## config.mk

```make
export PLATFORM = sky130hd
export DESIGN_NAME = cpmc_ctrl
export DESIGN_NICKNAME = d
export VERILOG_FILES = /design/src/verilog/cpmc_pkg.sv /design/src/verilog/cpmc_tick_gen.sv /design/src/verilog/cpmc_ctrl.sv
export SDC_FILE = /design/constraint.sdc
export NUM_CORES = 1
export LEC_CHECK = 0
export BUFFER_PORTS_ARGS = -buffer_cell sky130_fd_sc_hd__buf_2
export CORE_AREA = 2 2 119 92
export DETAILED_ROUTE_END_ITERATION = 7
export DIE_AREA = 0 0 121 94
export PLACE_DENSITY = 0.76
export SLEW_MARGIN = 15
export SYNTH_ARGS = -nofsm -noshare
export SYNTH_HDL_FRONTEND = slang
export SYNTH_SLANG_ARGS = --single-unit
```

## constraint.sdc

```tcl
create_clock -name clk_i -period 2 [get_ports clk_i]
set_input_delay 0.4 -clock clk_i [delete_from_list [all_inputs] [get_ports clk_i]]
set_output_delay 0.4 -clock clk_i [all_outputs]
set_load 0.05 [all_outputs]
```

## src/verilog/cpmc_pkg.sv

```systemverilog
/*
  Constants shared by the clock and power mode control block: register byte
  addresses, unlock key values, reset values, field positions and mode codes.
  Assumes a 32-bit APB address bus that decodes the full address.
*/
package cpmc_pkg;

  // ==========================================================================
  // Register byte addresses
  localparam logic [31:0] CPMC_ADDR_PWR_KEY1 = 32'hffff0404;
  localparam logic [31:0] CPMC_ADDR_PWR_MODE = 32'hffff0408;
  localparam logic [31:0] CPMC_ADDR_PWR_KEY2 = 32'hffff040c;
  localparam logic [31:0] CPMC_ADDR_CLK_KEY1 = 32'hffff0410;
  localparam logic [31:0] CPMC_ADDR_CLK_SRC = 32'hffff0414;
  localparam logic [31:0] CPMC_ADDR_CLK_KEY2 = 32'hffff0418;
  localparam logic [31:0] CPMC_ADDR_PWR_KEY3 = 32'hffff0434;
  localparam logic [31:0] CPMC_ADDR_PER_CLK = 32'hffff0438;
  localparam logic [31:0] CPMC_ADDR_PWR_KEY4 = 32'hffff043c;
  localparam logic [31:0] CPMC_ADDR_STATUS = 32'hffff0440;

  // ==========================================================================
  // Unlock key values
  localparam logic [15:0] CPMC_KEY_CLK_OPEN = 16'h00aa;
  localparam logic [15:0] CPMC_KEY_CLK_SHUT = 16'h0055;
  localparam logic [15:0] CPMC_KEY_PM_OPEN = 16'h0001;
  localparam logic [15:0] CPMC_KEY_PM_SHUT = 16'h00f4;
  localparam logic [15:0] CPMC_KEY_PER_OPEN = 16'h0076;
  localparam logic [15:0] CPMC_KEY_PER_SHUT = 16'h00b1;

  // ==========================================================================
  // Reset values and writable masks
  localparam logic [7:0] CPMC_CLK_SRC_RST = 8'h21;
  localparam logic [7:0] CPMC_PWR_MODE_RST = 8'h00;
  localparam logic [15:0] CPMC_PER_CLK_RST = 16'h0004;
  localparam logic [7:0] CPMC_CLK_SRC_MASK = 8'h23;
  localparam logic [7:0] CPMC_PWR_MODE_MASK = 8'h77;
  localparam logic [15:0] CPMC_PER_CLK_MASK = 16'h01ff;

  // ==========================================================================
  // Field positions
  localparam int CPMC_INT_OSC_BIT = 5;
  localparam int CPMC_MODE_LSB = 4;
  localparam int CPMC_SPI_PO_BIT = 8;
  localparam int CPMC_SPI_DIV_LSB = 6;
  localparam int CPMC_TW2_PO_BIT = 5;
  localparam int CPMC_TW2_DIV_LSB = 3;
  localparam int CPMC_TW1_PO_BIT = 2;
  localparam int CPMC_TW1_DIV_LSB = 0;

  // ==========================================================================
  // Mode codes
  localparam logic [1:0] CPMC_CLKMODE_PLL = 2'h1;
  localparam logic [1:0] CPMC_CLKMODE_EXT = 2'h3;
  localparam logic [2:0] CPMC_OP_ACTIVE = 3'h0;
  localparam logic [2:0] CPMC_OP_PAUSE = 3'h1;
  localparam logic [2:0] CPMC_OP_NAP = 3'h2;
  localparam logic [2:0] CPMC_OP_SLEEP = 3'h3;
  localparam logic [2:0] CPMC_OP_STOP = 3'h4;

  // Protected register targets of the unlock sequence
  typedef enum logic [1:0] {
    CPMC_TGT_CLK,
    CPMC_TGT_PM,
    CPMC_TGT_PER
  } cpmc_tgt_type;

endpackage

```

## src/verilog/cpmc_tick_gen.sv

```systemverilog
/*
  Clock enable generator: one pulse every 2**exp_i clocks, gated.
  Assumes exp_i is steady from a register in the same clock domain.
*/
`timescale 1ns/1ps
`default_nettype none
module cpmc_tick_gen #(
  parameter int CNT_W = 7
) (
  // Clock and reset
  input wire logic clk_i,
  input wire logic rst_n_i,
  // Control
  input wire logic [2:0] exp_i,
  input wire logic gate_i,
  // Enable pulse
  output logic tick_o
);

  logic [CNT_W-1:0] cnt_q;
  logic tick_q;
  logic [CNT_W-1:0] mask;
  logic hit;

  // Refuse a counter too short for the slowest rate, divide by 128
  if (CNT_W < 7) begin : g_cnt_w_check
    $error("CNT_W must cover an exponent of 7");
  end

  // Low exp_i bits all ones marks the last clock of a period
  assign mask = CNT_W'((1 << exp_i) - 1);
  assign hit = (cnt_q & mask) == mask;
  assign tick_o = tick_q;

  // Free-running count; gating only blanks the pulse, phase is kept
  always_ff @(posedge clk_i or negedge rst_n_i) begin
    if (!rst_n_i) begin
      cnt_q <= '0;
      tick_q <= 1'b0;
    end else begin
      cnt_q <= cnt_q + 1'b1;
      tick_q <= hit & gate_i;
    end
  end

endmodule
`default_nettype wire

```

## src/verilog/cpmc_ctrl.sv

```systemverilog
/*
  Clock and power mode control: keyed control registers on APB, operating
  mode with interrupt wake, and gated clock enables for core and peripherals.
  Assumes one 200 MHz clock standing in for the PLL clock; lock and wake
  inputs are asynchronous and are synchronised here.

*/
`timescale 1ns/1ps
`default_nettype none
module cpmc_ctrl
  import cpmc_pkg::*;
#(
  parameter int CNT_W = 7
) (
  // Clock and reset
  input wire logic clk_i,
  input wire logic rst_n_i,
  // APB slave
  input wire logic psel,
  input wire logic penable,
  input wire logic pwrite,
  input wire logic [31:0] paddr,
  input wire logic [31:0] pwdata,
  output logic [31:0] prdata,
  output logic pready,
  output logic pslverr,
  // Asynchronous inputs
  input wire logic pll_lock_i,
  input wire logic [3:0] ext_irq_i,
  // Clock source and mode
  output logic internal_osc_select_o,
  output logic [1:0] clocking_mode_field_o,
  output logic [2:0] operating_mode_field_o,
  // Clock enables, power and PLL interrupt
  output logic core_clk_en_o,
  output logic serial_port_clk_en_o,
  output logic first_twowire_clk_en_o,
  output logic second_twowire_clk_en_o,
  output logic serial_port_power_on_o,
  output logic first_twowire_power_on_o,
  output logic second_twowire_power_on_o,
  output logic pll_irq_o
);

  typedef enum logic [1:0] {
    CPMC_SEQ_IDLE,
    CPMC_SEQ_ARMED,
    CPMC_SEQ_HELD
  } cpmc_seq_type;

  cpmc_seq_type seq_q, seq_d;
  cpmc_tgt_type tgt_q, tgt_d;
  logic [15:0] held_q, held_d;
  logic [7:0] clk_src_q;
  logic [7:0] pmode_q;
  logic [15:0] pclk_q;
  logic [31:0] prdata_q;
  logic pready_q, pslverr_q;
  logic [1:0] lock_sync_q;
  logic [3:0] irq_s1_q, irq_s2_q;
  logic lock_prev_q, lost_q, pll_irq_q;
  logic int_osc_q, out_spo_q, out_t1_q, out_t2_q;
  logic [1:0] out_cm_q;
  logic [2:0] out_op_q;

  // ==========================================================================
  // Input synchronisers
  always_ff @(posedge clk_i or negedge rst_n_i) begin
    if (!rst_n_i) begin
      lock_sync_q <= 2'h0;
      irq_s1_q <= 4'h0;
      irq_s2_q <= 4'h0;
    end else begin
      lock_sync_q <= {lock_sync_q[0], pll_lock_i};
      irq_s1_q <= ext_irq_i;
      irq_s2_q <= irq_s1_q;
    end
  end

  logic lock_s;
  assign lock_s = lock_sync_q[1];

  // ==========================================================================
  // APB decode
  logic setup, wr_acc;
  logic [15:0] wkey;
  logic hit_pk1, hit_pm, hit_pk2, hit_ck1, hit_cs, hit_ck2;
  logic hit_pk3, hit_per, hit_pk4, hit_st, hit_key, hit_any;
  assign setup = psel & ~penable;
  assign wr_acc = psel & penable & pwrite & pready_q;
  assign wkey = pwdata[15:0];
  assign hit_pk1 = paddr == CPMC_ADDR_PWR_KEY1;
  assign hit_pm = paddr == CPMC_ADDR_PWR_MODE;
  assign hit_pk2 = paddr == CPMC_ADDR_PWR_KEY2;
  assign hit_ck1 = paddr == CPMC_ADDR_CLK_KEY1;
  assign hit_cs = paddr == CPMC_ADDR_CLK_SRC;
  assign hit_ck2 = paddr == CPMC_ADDR_CLK_KEY2;
  assign hit_pk3 = paddr == CPMC_ADDR_PWR_KEY3;
  assign hit_per = paddr == CPMC_ADDR_PER_CLK;
  assign hit_pk4 = paddr == CPMC_ADDR_PWR_KEY4;
  assign hit_st = paddr == CPMC_ADDR_STATUS;
  assign hit_key = hit_pk1 | hit_pk2 | hit_ck1 | hit_ck2 | hit_pk3 | hit_pk4;
  assign hit_any = hit_key | hit_pm | hit_cs | hit_per | hit_st;

  // Read mux; key locations hold nothing readable
  logic [31:0] rd_mux;
  assign rd_mux = hit_cs ? {24'h0, clk_src_q} :
                  hit_pm ? {24'h0, pmode_q} :
                  hit_per ? {16'h0, pclk_q} :
                  hit_st ? {28'h0, seq_q, lost_q, lock_s} : 32'h0;

  // No wait state; read data and response come from flops loaded in the setup cycle
  always_ff @(posedge clk_i or negedge rst_n_i) begin
    if (!rst_n_i) begin
      pready_q <= 1'b0;
      pslverr_q <= 1'b0;
      prdata_q <= 32'h0;
    end else begin
      pready_q <= setup;
      pslverr_q <= setup & ~hit_any;
      if (setup & ~pwrite) begin
        prdata_q <= rd_mux;
      end
    end
  end

  assign prdata = prdata_q;
  assign pready = pready_q;
  assign pslverr = pslverr_q;

  // ==========================================================================
  // Unlock sequence: open key, protected write, shut key, back to back
  logic key_open, prot_wr, key_shut, commit;
  logic commit_cs, commit_pm, commit_per;
  cpmc_tgt_type open_tgt;
  assign open_tgt = hit_ck1 ? CPMC_TGT_CLK : hit_pk1 ? CPMC_TGT_PM : CPMC_TGT_PER;
  assign key_open = (hit_ck1 & wkey == CPMC_KEY_CLK_OPEN)
                  | (hit_pk1 & wkey == CPMC_KEY_PM_OPEN)
                  | (hit_pk3 & wkey == CPMC_KEY_PER_OPEN);
  assign prot_wr = (tgt_q == CPMC_TGT_CLK & hit_cs)
                 | (tgt_q == CPMC_TGT_PM & hit_pm)
                 | (tgt_q == CPMC_TGT_PER & hit_per);
  assign key_shut = (tgt_q == CPMC_TGT_CLK & hit_ck2 & wkey == CPMC_KEY_CLK_SHUT)
                  | (tgt_q == CPMC_TGT_PM & hit_pk2 & wkey == CPMC_KEY_PM_SHUT)
                  | (tgt_q == CPMC_TGT_PER & hit_pk4 & wkey == CPMC_KEY_PER_SHUT);
  assign commit = wr_acc & seq_q == CPMC_SEQ_HELD & key_shut;
  assign commit_cs = commit & tgt_q == CPMC_TGT_CLK;
  assign commit_pm = commit & tgt_q == CPMC_TGT_PM;
  assign commit_per = commit & tgt_q == CPMC_TGT_PER;

  // Any other write breaks the chain; reads pass through untouched
  always_comb begin
    seq_d = seq_q;
    tgt_d = tgt_q;
    held_d = held_q;
    if (wr_acc) begin
      seq_d = CPMC_SEQ_IDLE;
      if (seq_q == CPMC_SEQ_ARMED && prot_wr) begin
        seq_d = CPMC_SEQ_HELD;
        held_d = pwdata[15:0];
      end else if (key_open) begin
        seq_d = CPMC_SEQ_ARMED;
        tgt_d = open_tgt;
      end
    end
  end

  always_ff @(posedge clk_i or negedge rst_n_i) begin
    if (!rst_n_i) begin
      seq_q <= CPMC_SEQ_IDLE;
      tgt_q <= CPMC_TGT_CLK;
      held_q <= 16'h0;
    end else begin
      seq_q <= seq_d;
      tgt_q <= tgt_d;
      held_q <= held_d;
    end
  end

  // ==========================================================================
  // Protected registers; reserved mode codes leave the old setting in place
  logic cm_ok, op_ok, sleeping, wake;
  assign cm_ok = held_q[1:0] == CPMC_CLKMODE_PLL || held_q[1:0] == CPMC_CLKMODE_EXT;
  assign op_ok = held_q[CPMC_MODE_LSB +: 3] <= CPMC_OP_STOP;
  assign sleeping = pmode_q[CPMC_MODE_LSB +: 3] == CPMC_OP_SLEEP
                  | pmode_q[CPMC_MODE_LSB +: 3] == CPMC_OP_STOP;
  assign wake = sleeping & (|irq_s2_q);

  always_ff @(posedge clk_i or negedge rst_n_i) begin
    if (!rst_n_i) begin
      clk_src_q <= CPMC_CLK_SRC_RST;
      pmode_q <= CPMC_PWR_MODE_RST;
      pclk_q <= CPMC_PER_CLK_RST;
    end else begin
      if (commit_cs && cm_ok) begin
        clk_src_q <= held_q[7:0] & CPMC_CLK_SRC_MASK;
      end
      // Wake beats a same-cycle mode write, so no interrupt is lost
      if (wake) begin
        pmode_q[CPMC_MODE_LSB +: 3] <= CPMC_OP_ACTIVE;
      end else if (commit_pm && op_ok) begin
        pmode_q <= held_q[7:0] & CPMC_PWR_MODE_MASK;
      end
      if (commit_per) begin
        pclk_q <= held_q & CPMC_PER_CLK_MASK;
      end
    end
  end

  // ==========================================================================
  // PLL lock watch; the request shows only once lock is back
  always_ff @(posedge clk_i or negedge rst_n_i) begin
    if (!rst_n_i) begin
      lock_prev_q <= 1'b0;
      lost_q <= 1'b0;
      pll_irq_q <= 1'b0;
    end else begin
      lock_prev_q <= lock_s;
      // Loss sets over a write-one clear in the same cycle
      if (lock_prev_q & ~lock_s) begin
        lost_q <= 1'b1;
      end else if (wr_acc & hit_st & pwdata[1]) begin
        lost_q <= 1'b0;
      end
      pll_irq_q <= lost_q & lock_s;
    end
  end

  // ==========================================================================
  // Divider exponents and gates
  logic [2:0] mode;
  logic run_core, run_per;
  logic [2:0] exp_core, exp_spi, exp_t1, exp_t2;
  logic [3:0][2:0] exps;
  logic [3:0] gates, ticks;
  assign mode = pmode_q[CPMC_MODE_LSB +: 3];
  assign run_core = mode == CPMC_OP_ACTIVE;
  assign run_per = run_core | mode == CPMC_OP_PAUSE;
  // core divide by two to the field
  assign exp_core = pmode_q[2:0];
  // serial port divide by one to eight
  assign exp_spi = {1'b0, pclk_q[CPMC_SPI_DIV_LSB +: 2]};

  // two-wire codes map to 1, 4, 8, 32
  function automatic logic [2:0] tw_exp(input logic [1:0] code);
    case (code)
      2'h0: tw_exp = 3'h0;
      2'h1: tw_exp = 3'h2;
      2'h2: tw_exp = 3'h3;
      default: tw_exp = 3'h5;
    endcase
  endfunction

  assign exp_t1 = tw_exp(pclk_q[CPMC_TW1_DIV_LSB +: 2]);
  assign exp_t2 = tw_exp(pclk_q[CPMC_TW2_DIV_LSB +: 2]);
  assign exps = {exp_t2, exp_t1, exp_spi, exp_core};
  assign gates[0] = run_core & lock_s;
  assign gates[1] = run_per & pclk_q[CPMC_SPI_PO_BIT];
  assign gates[2] = run_per & pclk_q[CPMC_TW1_PO_BIT];
  assign gates[3] = run_per & pclk_q[CPMC_TW2_PO_BIT];

  // One enable generator per clocked consumer
  for (genvar g = 0; g < 4; g++) begin : g_tick
    cpmc_tick_gen #(
      .CNT_W(CNT_W)
    ) u_tick (
      .clk_i(clk_i),
      .rst_n_i(rst_n_i),
      .exp_i(exps[g]),
      .gate_i(gates[g]),
      .tick_o(ticks[g])
    );
  end

  assign core_clk_en_o = ticks[0];
  assign serial_port_clk_en_o = ticks[1];
  assign first_twowire_clk_en_o = ticks[2];
  assign second_twowire_clk_en_o = ticks[3];

  // ==========================================================================
  // Registered copies of the control fields
  always_ff @(posedge clk_i or negedge rst_n_i) begin
    if (!rst_n_i) begin
      int_osc_q <= 1'b1;
      out_cm_q <= CPMC_CLKMODE_PLL;
      out_op_q <= CPMC_OP_ACTIVE;
      out_spo_q <= 1'b0;
      out_t1_q <= 1'b1;
      out_t2_q <= 1'b0;
    end else begin
      int_osc_q <= clk_src_q[CPMC_INT_OSC_BIT];
      out_cm_q <= clk_src_q[1:0];
      out_op_q <= mode;
      out_spo_q <= pclk_q[CPMC_SPI_PO_BIT];
      out_t1_q <= pclk_q[CPMC_TW1_PO_BIT];
      out_t2_q <= pclk_q[CPMC_TW2_PO_BIT];
    end
  end

  assign internal_osc_select_o = int_osc_q;
  assign clocking_mode_field_o = out_cm_q;
  assign operating_mode_field_o = out_op_q;
  assign serial_port_power_on_o = out_spo_q;
  assign first_twowire_power_on_o = out_t1_q;
  assign second_twowire_power_on_o = out_t2_q;
  assign pll_irq_o = pll_irq_q;
endmodule
`default_nettype wire

```

* Yosys cells after proc, flatten, opt, wreduce, memory -nomap -nowiden
Cells that the tools add are included.
Widths: inputs -> output; s select.
** Cells by class
- Add/subtract/negate cells :: 8
- Magnitude comparators :: 1
- Equal/unequal tests :: 33
- Shifts and indexed selects :: 4
- Mux-type cells :: 14
- Bitwise operators :: 63
- Reduce and logical (&&, ||, !) cells :: 14
** Operator list (number)
- $eq 32x32->1 const B :: 10
- $eq 16x8->1 const B :: 3
- $and 1x1->1 :: 36
- $eq 16x7->1 const B :: 2
- $add 7x1->7 const B :: 4
- $and 7x7->7 :: 4
- $eq 7x7->1 :: 4
- $sub 7x2->7 const B :: 4
- $mux 9 :: 3
- $shl 1x3->7 const A :: 3
- $pmux 3 s3 :: 2
- $or 1x1->1 :: 17
- $eq 16x1->1 const B :: 1
- $eq 2x1->1 const B :: 5
- $eq 2x2->1 const B :: 5
- $mux 7 :: 1
- $shl 1x2->7 const A :: 1
- $logic_not 2->1 :: 3
- $mux 2 :: 3
- $not 1->1 :: 6
- $mux 4 :: 1
- $reduce_and 2->1 :: 2
- $reduce_bool 2->1 :: 2
- $reduce_or 4->1 :: 1
- other kinds (10) :: 14
** Storage, ports and cells
- Flip-flop bits (word level) :: 119
- Bits of input ports :: 74
- Output and inout bits :: 48
- Word-level logic and storage cells :: 167

* Longest topological paths before layout
- Word-level depth :: 12
- Gate-level depth with buffers :: 8
- Gate-level depth less buffers :: 6

* Hierarchy
From an unflattened synthesis, not the netlist that was laid out.
** Unflattened totals
- Cells, all modules :: 399
- Area total of the unflattened synthesis :: 4544.4 µm²
** By module, submodules not included
- cpmc_ctrl :: instances 1, cells each 279, area each 3163.0 µm², seq. area each 1609.0 µm²
- cpmc_tick_gen :: instances 4, cells each 30, area each 345.3 µm², seq. area each 200.2 µm²

* Least setup slack after synthesis
Ideal clock, no wire load.
- Path type :: register to register
- Start :: register pready_q, in the netlist pready
- End :: register pmode_q[0]
- Library setup time :: 0.128 ns
- Arrival time :: 2.032 ns
- Data required time :: 1.872 ns
- Slack :: -0.160 ns
- Cell stages (with the launch flop) :: 6
- Path buffers :: 0
- Period minus slack after synthesis :: 2.160 ns
- Path through :: dfrtp_1 -> nand4_1 -> nor4_2 -> o211ai_1 -> nor2_1 -> mux2_1
** On the way
- Cells in the longest elaborated chain, start to end :: 6
** RTL lines
- from (decl) :: RTL line cpmc_ctrl.sv:58 : logic pready_q, pslverr_q;
- from (signal assigned) :: RTL line cpmc_ctrl.sv:119 : pready_q <= setup;
- $and 1x1->1 :: RTL line cpmc_ctrl.sv:90 : assign wr_acc = psel & penable & pwrite & pready_q;
- $and 1x1->1 (2 in a row) :: RTL line cpmc_ctrl.sv:146 : assign commit = wr_acc & seq_q == CPMC_SEQ_HELD & key_shut;
- $and 1x1->1 :: RTL line cpmc_ctrl.sv:148 : assign commit_pm = commit & tgt_q == CPMC_TGT_PM;
- $logic_and 1x1->1 :: RTL line cpmc_ctrl.sv:201 : end else if (commit_pm && op_ok) begin
- $reduce_and 2->1 (no line)
- to (signal assigned) :: RTL line cpmc_ctrl.sv:202 : pmode_q <= held_q[7:0] & CPMC_PWR_MODE_MASK;
- to (decl) :: RTL line cpmc_ctrl.sv:55 : logic [7:0] pmode_q;
No other way between the ends.
A chain may end at the register's enable or synchronous reset.

* Worst setup path after layout
- Start :: register tgt_q[0]
- End :: register pclk_q[1]
** On the way
- Cells in the longest elaborated chain, start to end :: 7
- Elaborated cells on any way between the ends :: 13
- Classes of those cells :: eq/ne: 2; bitwise: 10; reduce/logical: 1
** RTL lines
- from (decl) :: RTL line cpmc_ctrl.sv:52 : cpmc_tgt_type tgt_q, tgt_d;
- from (signal assigned) :: RTL line cpmc_ctrl.sv:175 : tgt_q <= tgt_d;
- $eq 2x1->1 or $logic_not 2->1 (tied branches) :: RTL line cpmc_ctrl.sv:144, cpmc_ctrl.sv:143
- $and 1x1->1 (on tied branches) (2 in a row) :: RTL line cpmc_ctrl.sv:144, cpmc_ctrl.sv:143
- $or 1x1->1 :: RTL line cpmc_ctrl.sv:144 : | (tgt_q == CPMC_TGT_PM & hit_pk2 & wkey == CPMC_KEY_PM_SHUT)
- $or 1x1->1 :: RTL line cpmc_ctrl.sv:145 : | (tgt_q == CPMC_TGT_PER & hit_pk4 & wkey == CPMC_KEY_PER_SHUT);
- $and 1x1->1 :: RTL line cpmc_ctrl.sv:146
- $and 1x1->1 * :: RTL line cpmc_ctrl.sv:149 : assign commit_per = commit & tgt_q == CPMC_TGT_PER;
- to (signal assigned) :: RTL line cpmc_ctrl.sv:205 : pclk_q <= held_q & CPMC_PER_CLK_MASK;
- to (decl) :: RTL line cpmc_ctrl.sv:56 : logic [15:0] pclk_q;
Every way passes the cells marked *; elsewhere a longest branch is shown, timed or not.

==> impl_summary.txt <==
----------------------------------------------------
[Outcome]
  Outcome ... complete, no violations

[Worst setup path]
  Setup CP Type ... reg2reg
  Critical Path Sink Type ... flop
  Startpoint of the worst-slack reg-to-reg timing path ... tgt_q[0]
  Sort of element at the start of the critical path ... flop
  Crit path buf inv count ... 1
  Cells traversed along the worst timing path ... nor4bb_2, nand3_1, a21oi_1, a41o_1, nand4bb_1, buf_4, mux2_4
  Worst-case reg-to-reg path depth ... 7
  Max incr delay on CP ... 390 ps
  Capture instance of the worst register-to-register path ... pclk_q[1]
  Worst Path Required ... 2220 ps
  R2r setup slk ... 50 ps
  Worst setup path start ... tgt_q[0]
  Critical path fanouts, max ... 9
  Crit-path slowest cell ... sky130_fd_sc_hd__dfrtp_1
  Top delay family on crit path ... simple AND/OR/NAND/NOR gates
  Arrival time at the worst endpoint ... 2170 ps

[Cells and area]
  Number of nets at the end of the flow ... 555
  Share of the core filled with cells ... 51.6%
  Synthesis-to-finish area growth ... 29.7%
  Area of the multi-input gates ... 1710 sq um
  Fill cells ... 904
  Register Area ... 2210 sq um
  Ant. Diodes ... 0
  Share of cells above drive strength 1 ... 38.4%

[Die]
  Overall die area ... 11400 sq um
  Die boundary width ... 121 um
  Standard-cell rows ... 32
  Initial core utilization ... 39.8%
  Total I/O pin count ... 122
  Height of the die ... 94 um
  Core area ... 10100 sq um

[Timing]
  Worst Max-Slew Pin Slew ... 533 ps
  Clock skew after layout ... 6.67 ps
  Worst rel slew slack ... 64.1%
  Finish-stage setup viols ... 0
  Minimum clock period ... 1950 ps
  Max-slew violations ... 0
  Crit share post-route ... 97.6%
  Number of hold-slack violations in the final timing report ... 0
  Final setup margin ... 48.7 ps
  Setup repair after global routing missed its margin ... true
  Max Clock Freq ... 0.512 GHz

[Yosys]
  Synthesized flop and latch total ... 88
  Most frequently used cell type in the post-synthesis netlist ... sky130_fd_sc_hd__dfrtp_1
  Area share of the largest cell type after synthesis ... 50.9%
  Largest area contributor in the netlist ... sky130_fd_sc_hd__dfrtp_1
  Synth warn ... 0
  Average cell area after synthesis ... 11.8 sq um
  Post-synth top cells ... sky130_fd_sc_hd__dfrtp_1 (82), sky130_fd_sc_hd__nand2_1 (26), sky130_fd_sc_hd__buf_4 (24), sky130_fd_sc_hd__nor2_1 (22), sky130_fd_sc_hd__mux2_4 (18)
  Netlist Area Pre-Place ... 4030 sq um
  Share of synthesized flip-flops with an asynchronous set or reset ... 100%
  Cells after Synth ... 340
  Number of enable-type register cells in the synthesized netlist ... 0
  Cell types with the largest area share after synthesis ... sky130_fd_sc_hd__dfrtp_1 (51%), sky130_fd_sc_hd__mux2_4 (6.7%), sky130_fd_sc_hd__buf_4 (4.5%), sky130_fd_sc_hd__dfstp_2 (3.9%), sky130_fd_sc_hd__nand2_1 (2.4%)
  Dominant synthesized flop cell ... sky130_fd_sc_hd__dfrtp_1
  Share of synthesized area occupied by flip-flops and latches ... 54.8%
  Distinct cell type count of the synthesized netlist ... 54

[Placed design]
  GPL Wtd Cong ... 0.931
  DP Worst Slack ... -331 ps
  Port Buf Inserts ... 82
  Sum of net half-perimeters after detailed placement ... 7130 um

[GRT]
  Vias in the first global route ... 3164
  Gr usage total ... 17.2%
  Largest net degree at the start of global routing ... 43
  Number of antenna violations at the first check in global routing ... 0
  Total grt overflow ... 0
  First-pass GRT wire length ... 15100 um

[Clocking]
  Number of H-tree levels ... 3
  CTS tree ... done
  CTS sink count ... 88
  CTS max path bufs ... 2
  Clock Tree Root ... sky130_fd_sc_hd__clkbuf_16
  Clock latency reported for the late side of the worst-skew pair ... 340 ps
  Total CTS buffers ... 9
  Clock-pin transition on the worst setup and hold timing paths ... 60 ps

[Pwr]
  Worst-case vdd ir drop ... 0.402 mV
  Power per standard cell area ... 744 nW/um^2
  Switching power of the nets ... 0.952 mW
  Gate power share ... 10.1%
  Switching share of total power ... 24.5%
  Design internal power ... 2.93 mW
  Leak pwr ... 2.64 nW
  Sequential cell fraction of total power ... 46.9%
  Clock network power share ... 43.0%

[Drt]
  Routed length per instance ... 14.8 um
  Wire length after detailed routing ... 9170 um
  First-iteration detailed-routing DRC count ... 230
  Remaining antenna violation count ... 0
  Avg Vias per Cell ... 4.94
  Pre-Repair DR Iteration Count ... 4
  Routed vias ... 3055
  Residual DRC ... 0

[Min path]
  Cell depth of the worst min-delay path ... 1
  Capture endpoint of the worst hold path ... irq_s1_q[0]
  Startpoint of the lowest-slack hold path ... ext_irq_i[0]
  Worst min path class ... in2reg

[Run]
  # Max-Cap Violations ... 0

----------------------------------------------------
metrics by stage:
stage / cell area [sq um] / hold slack [ps] / instances / total power, mW / setup TNS, ps
2_1_floorplan: 4130 / 104 / 362 / 2.09 / -1130
3_3_place_gp: 4880 / 320 / 601 / 2.24 / -4970
3_5_place_dp: 4880 / 328 / 601 / 2.25 / -7460
4_1_cts: 5190 / 155 / 618 / 3.92 / 0
5_1_grt: 5230 / 153 / 618 / 4.03 / -233
6_report: 5230 / 167 / 618 / 3.89 / 0
worst max-delay path by stage:
stage / endpoint / slack (ps) / cells after the start
detailed placement: pclk_q[4] / -330 / 8
global placement: pclk_q[1] / -240 / 8
CTS: pmode_q[1] / 20 / 6
global route: pmode_q[0] / -30 / 7
finish: pclk_q[1] / 50 / 7
floorplan: pmode_q[0] / -60 / 6
timing repair:
action,CTS,global route
endpoints found under the hold margin,23,0
setup buffers,0,0
gates resized for setup,0,8
setup endpoints to repair,0,11
hold buffers,1,0
final cells by class:
cell class	instances	area share, %
clock inverter	4	1.03
timing repair buffer	131	15.2
clock buffer	12	4.72
inverter	11	0.790
sequential	88	42.3
multi-input combinational	236	32.7
tap	136	3.26
power by group through the flow:
stage,logic (mW),clock network (mW),registers (mW)
after floorplan,0.176,0,1.91
after global placement,0.383,0,1.86
after detailed placement,0.390,0,1.86
after CTS,0.392,1.71,1.82
after global routing,0.422,1.78,1.82
final,0.393,1.67,1.82
kinds of logic (layout without fill, tap and decap cells):
kind of cell / after synthesis / in the layout / share of synthesized area [%]
XOR/XNOR: 13 / 13 / 2.83
AO/OA/AOI/OAI: 47 / 47 / 7.83
flip-flops: 88 / 88 / 54.8
adder cells (fa/ha/maj): 4 / 4 / 1.24
AND/OR/NAND/NOR: 123 / 123 / 18.4
multiplexers: 26 / 26 / 8.85
buffers and inverters: 38 / 158 / 5.96
other: 1 / 23 / 0.0931
cells in the final DEF (no fill, tap or decap), types with 6 or more instances in the layout:
cell and instances:
sky130_fd_sc_hd__nand3_1 14, sky130_fd_sc_hd__a22o_1 7, sky130_fd_sc_hd__o21ai_0 6, sky130_fd_sc_hd__dfstp_2 6
sky130_fd_sc_hd__nand2_1 26, sky130_fd_sc_hd__nor2_1 20, sky130_fd_sc_hd__conb_1 23, sky130_fd_sc_hd__nor4_1 8
sky130_fd_sc_hd__a21oi_1 10, sky130_fd_sc_hd__xnor2_1 8, sky130_fd_sc_hd__nand4_1 7, sky130_fd_sc_hd__mux2_4 18
sky130_fd_sc_hd__inv_1 11, sky130_fd_sc_hd__dfrtp_1 81, sky130_fd_sc_hd__buf_4 48, sky130_fd_sc_hd__clkbuf_16 9
sky130_fd_sc_hd__buf_2 81
routing by layer:
| layer | vias to the layer above | share of wire (%) | GRT usage [%] |
|---|---|---|---|
| met1 | 1503 | 46 | 22.4 |
| met3 | 6 | 4.7 | 4.79 |
| met4 | 0 | 0.85 | 5.14 |
| met2 | 85 | 48 | 28.0 |
| met5 | - | 0 | 0 |
| li1 | 1461 | - | - |
flip-flops by register name, summed over array words and instances (netlist names), 3 cells and up:
signal / flops
clk_src_q: 3
g_tick.u_tick.tick_o: 4
held_q: 9
pclk_q: 9
operating_mode_field_o: 3
irq_s2_q: 4
prdata: 9
irq_s1_q: 4
pmode_q: 6
g_tick.u_tick.cnt_q: 20
worst register-to-register path, cell delays in order, from the launching register on:
cell and delay, ps:
sky130_fd_sc_hd__dfrtp_1 390, sky130_fd_sc_hd__nor4bb_2 340, sky130_fd_sc_hd__nand3_1 130, sky130_fd_sc_hd__a21oi_1 160, sky130_fd_sc_hd__a41o_1 160, sky130_fd_sc_hd__nand4bb_1 140, sky130_fd_sc_hd__buf_4 220, sky130_fd_sc_hd__mux2_4 310
No activity file was read; power rests on OpenSTA's default activity.
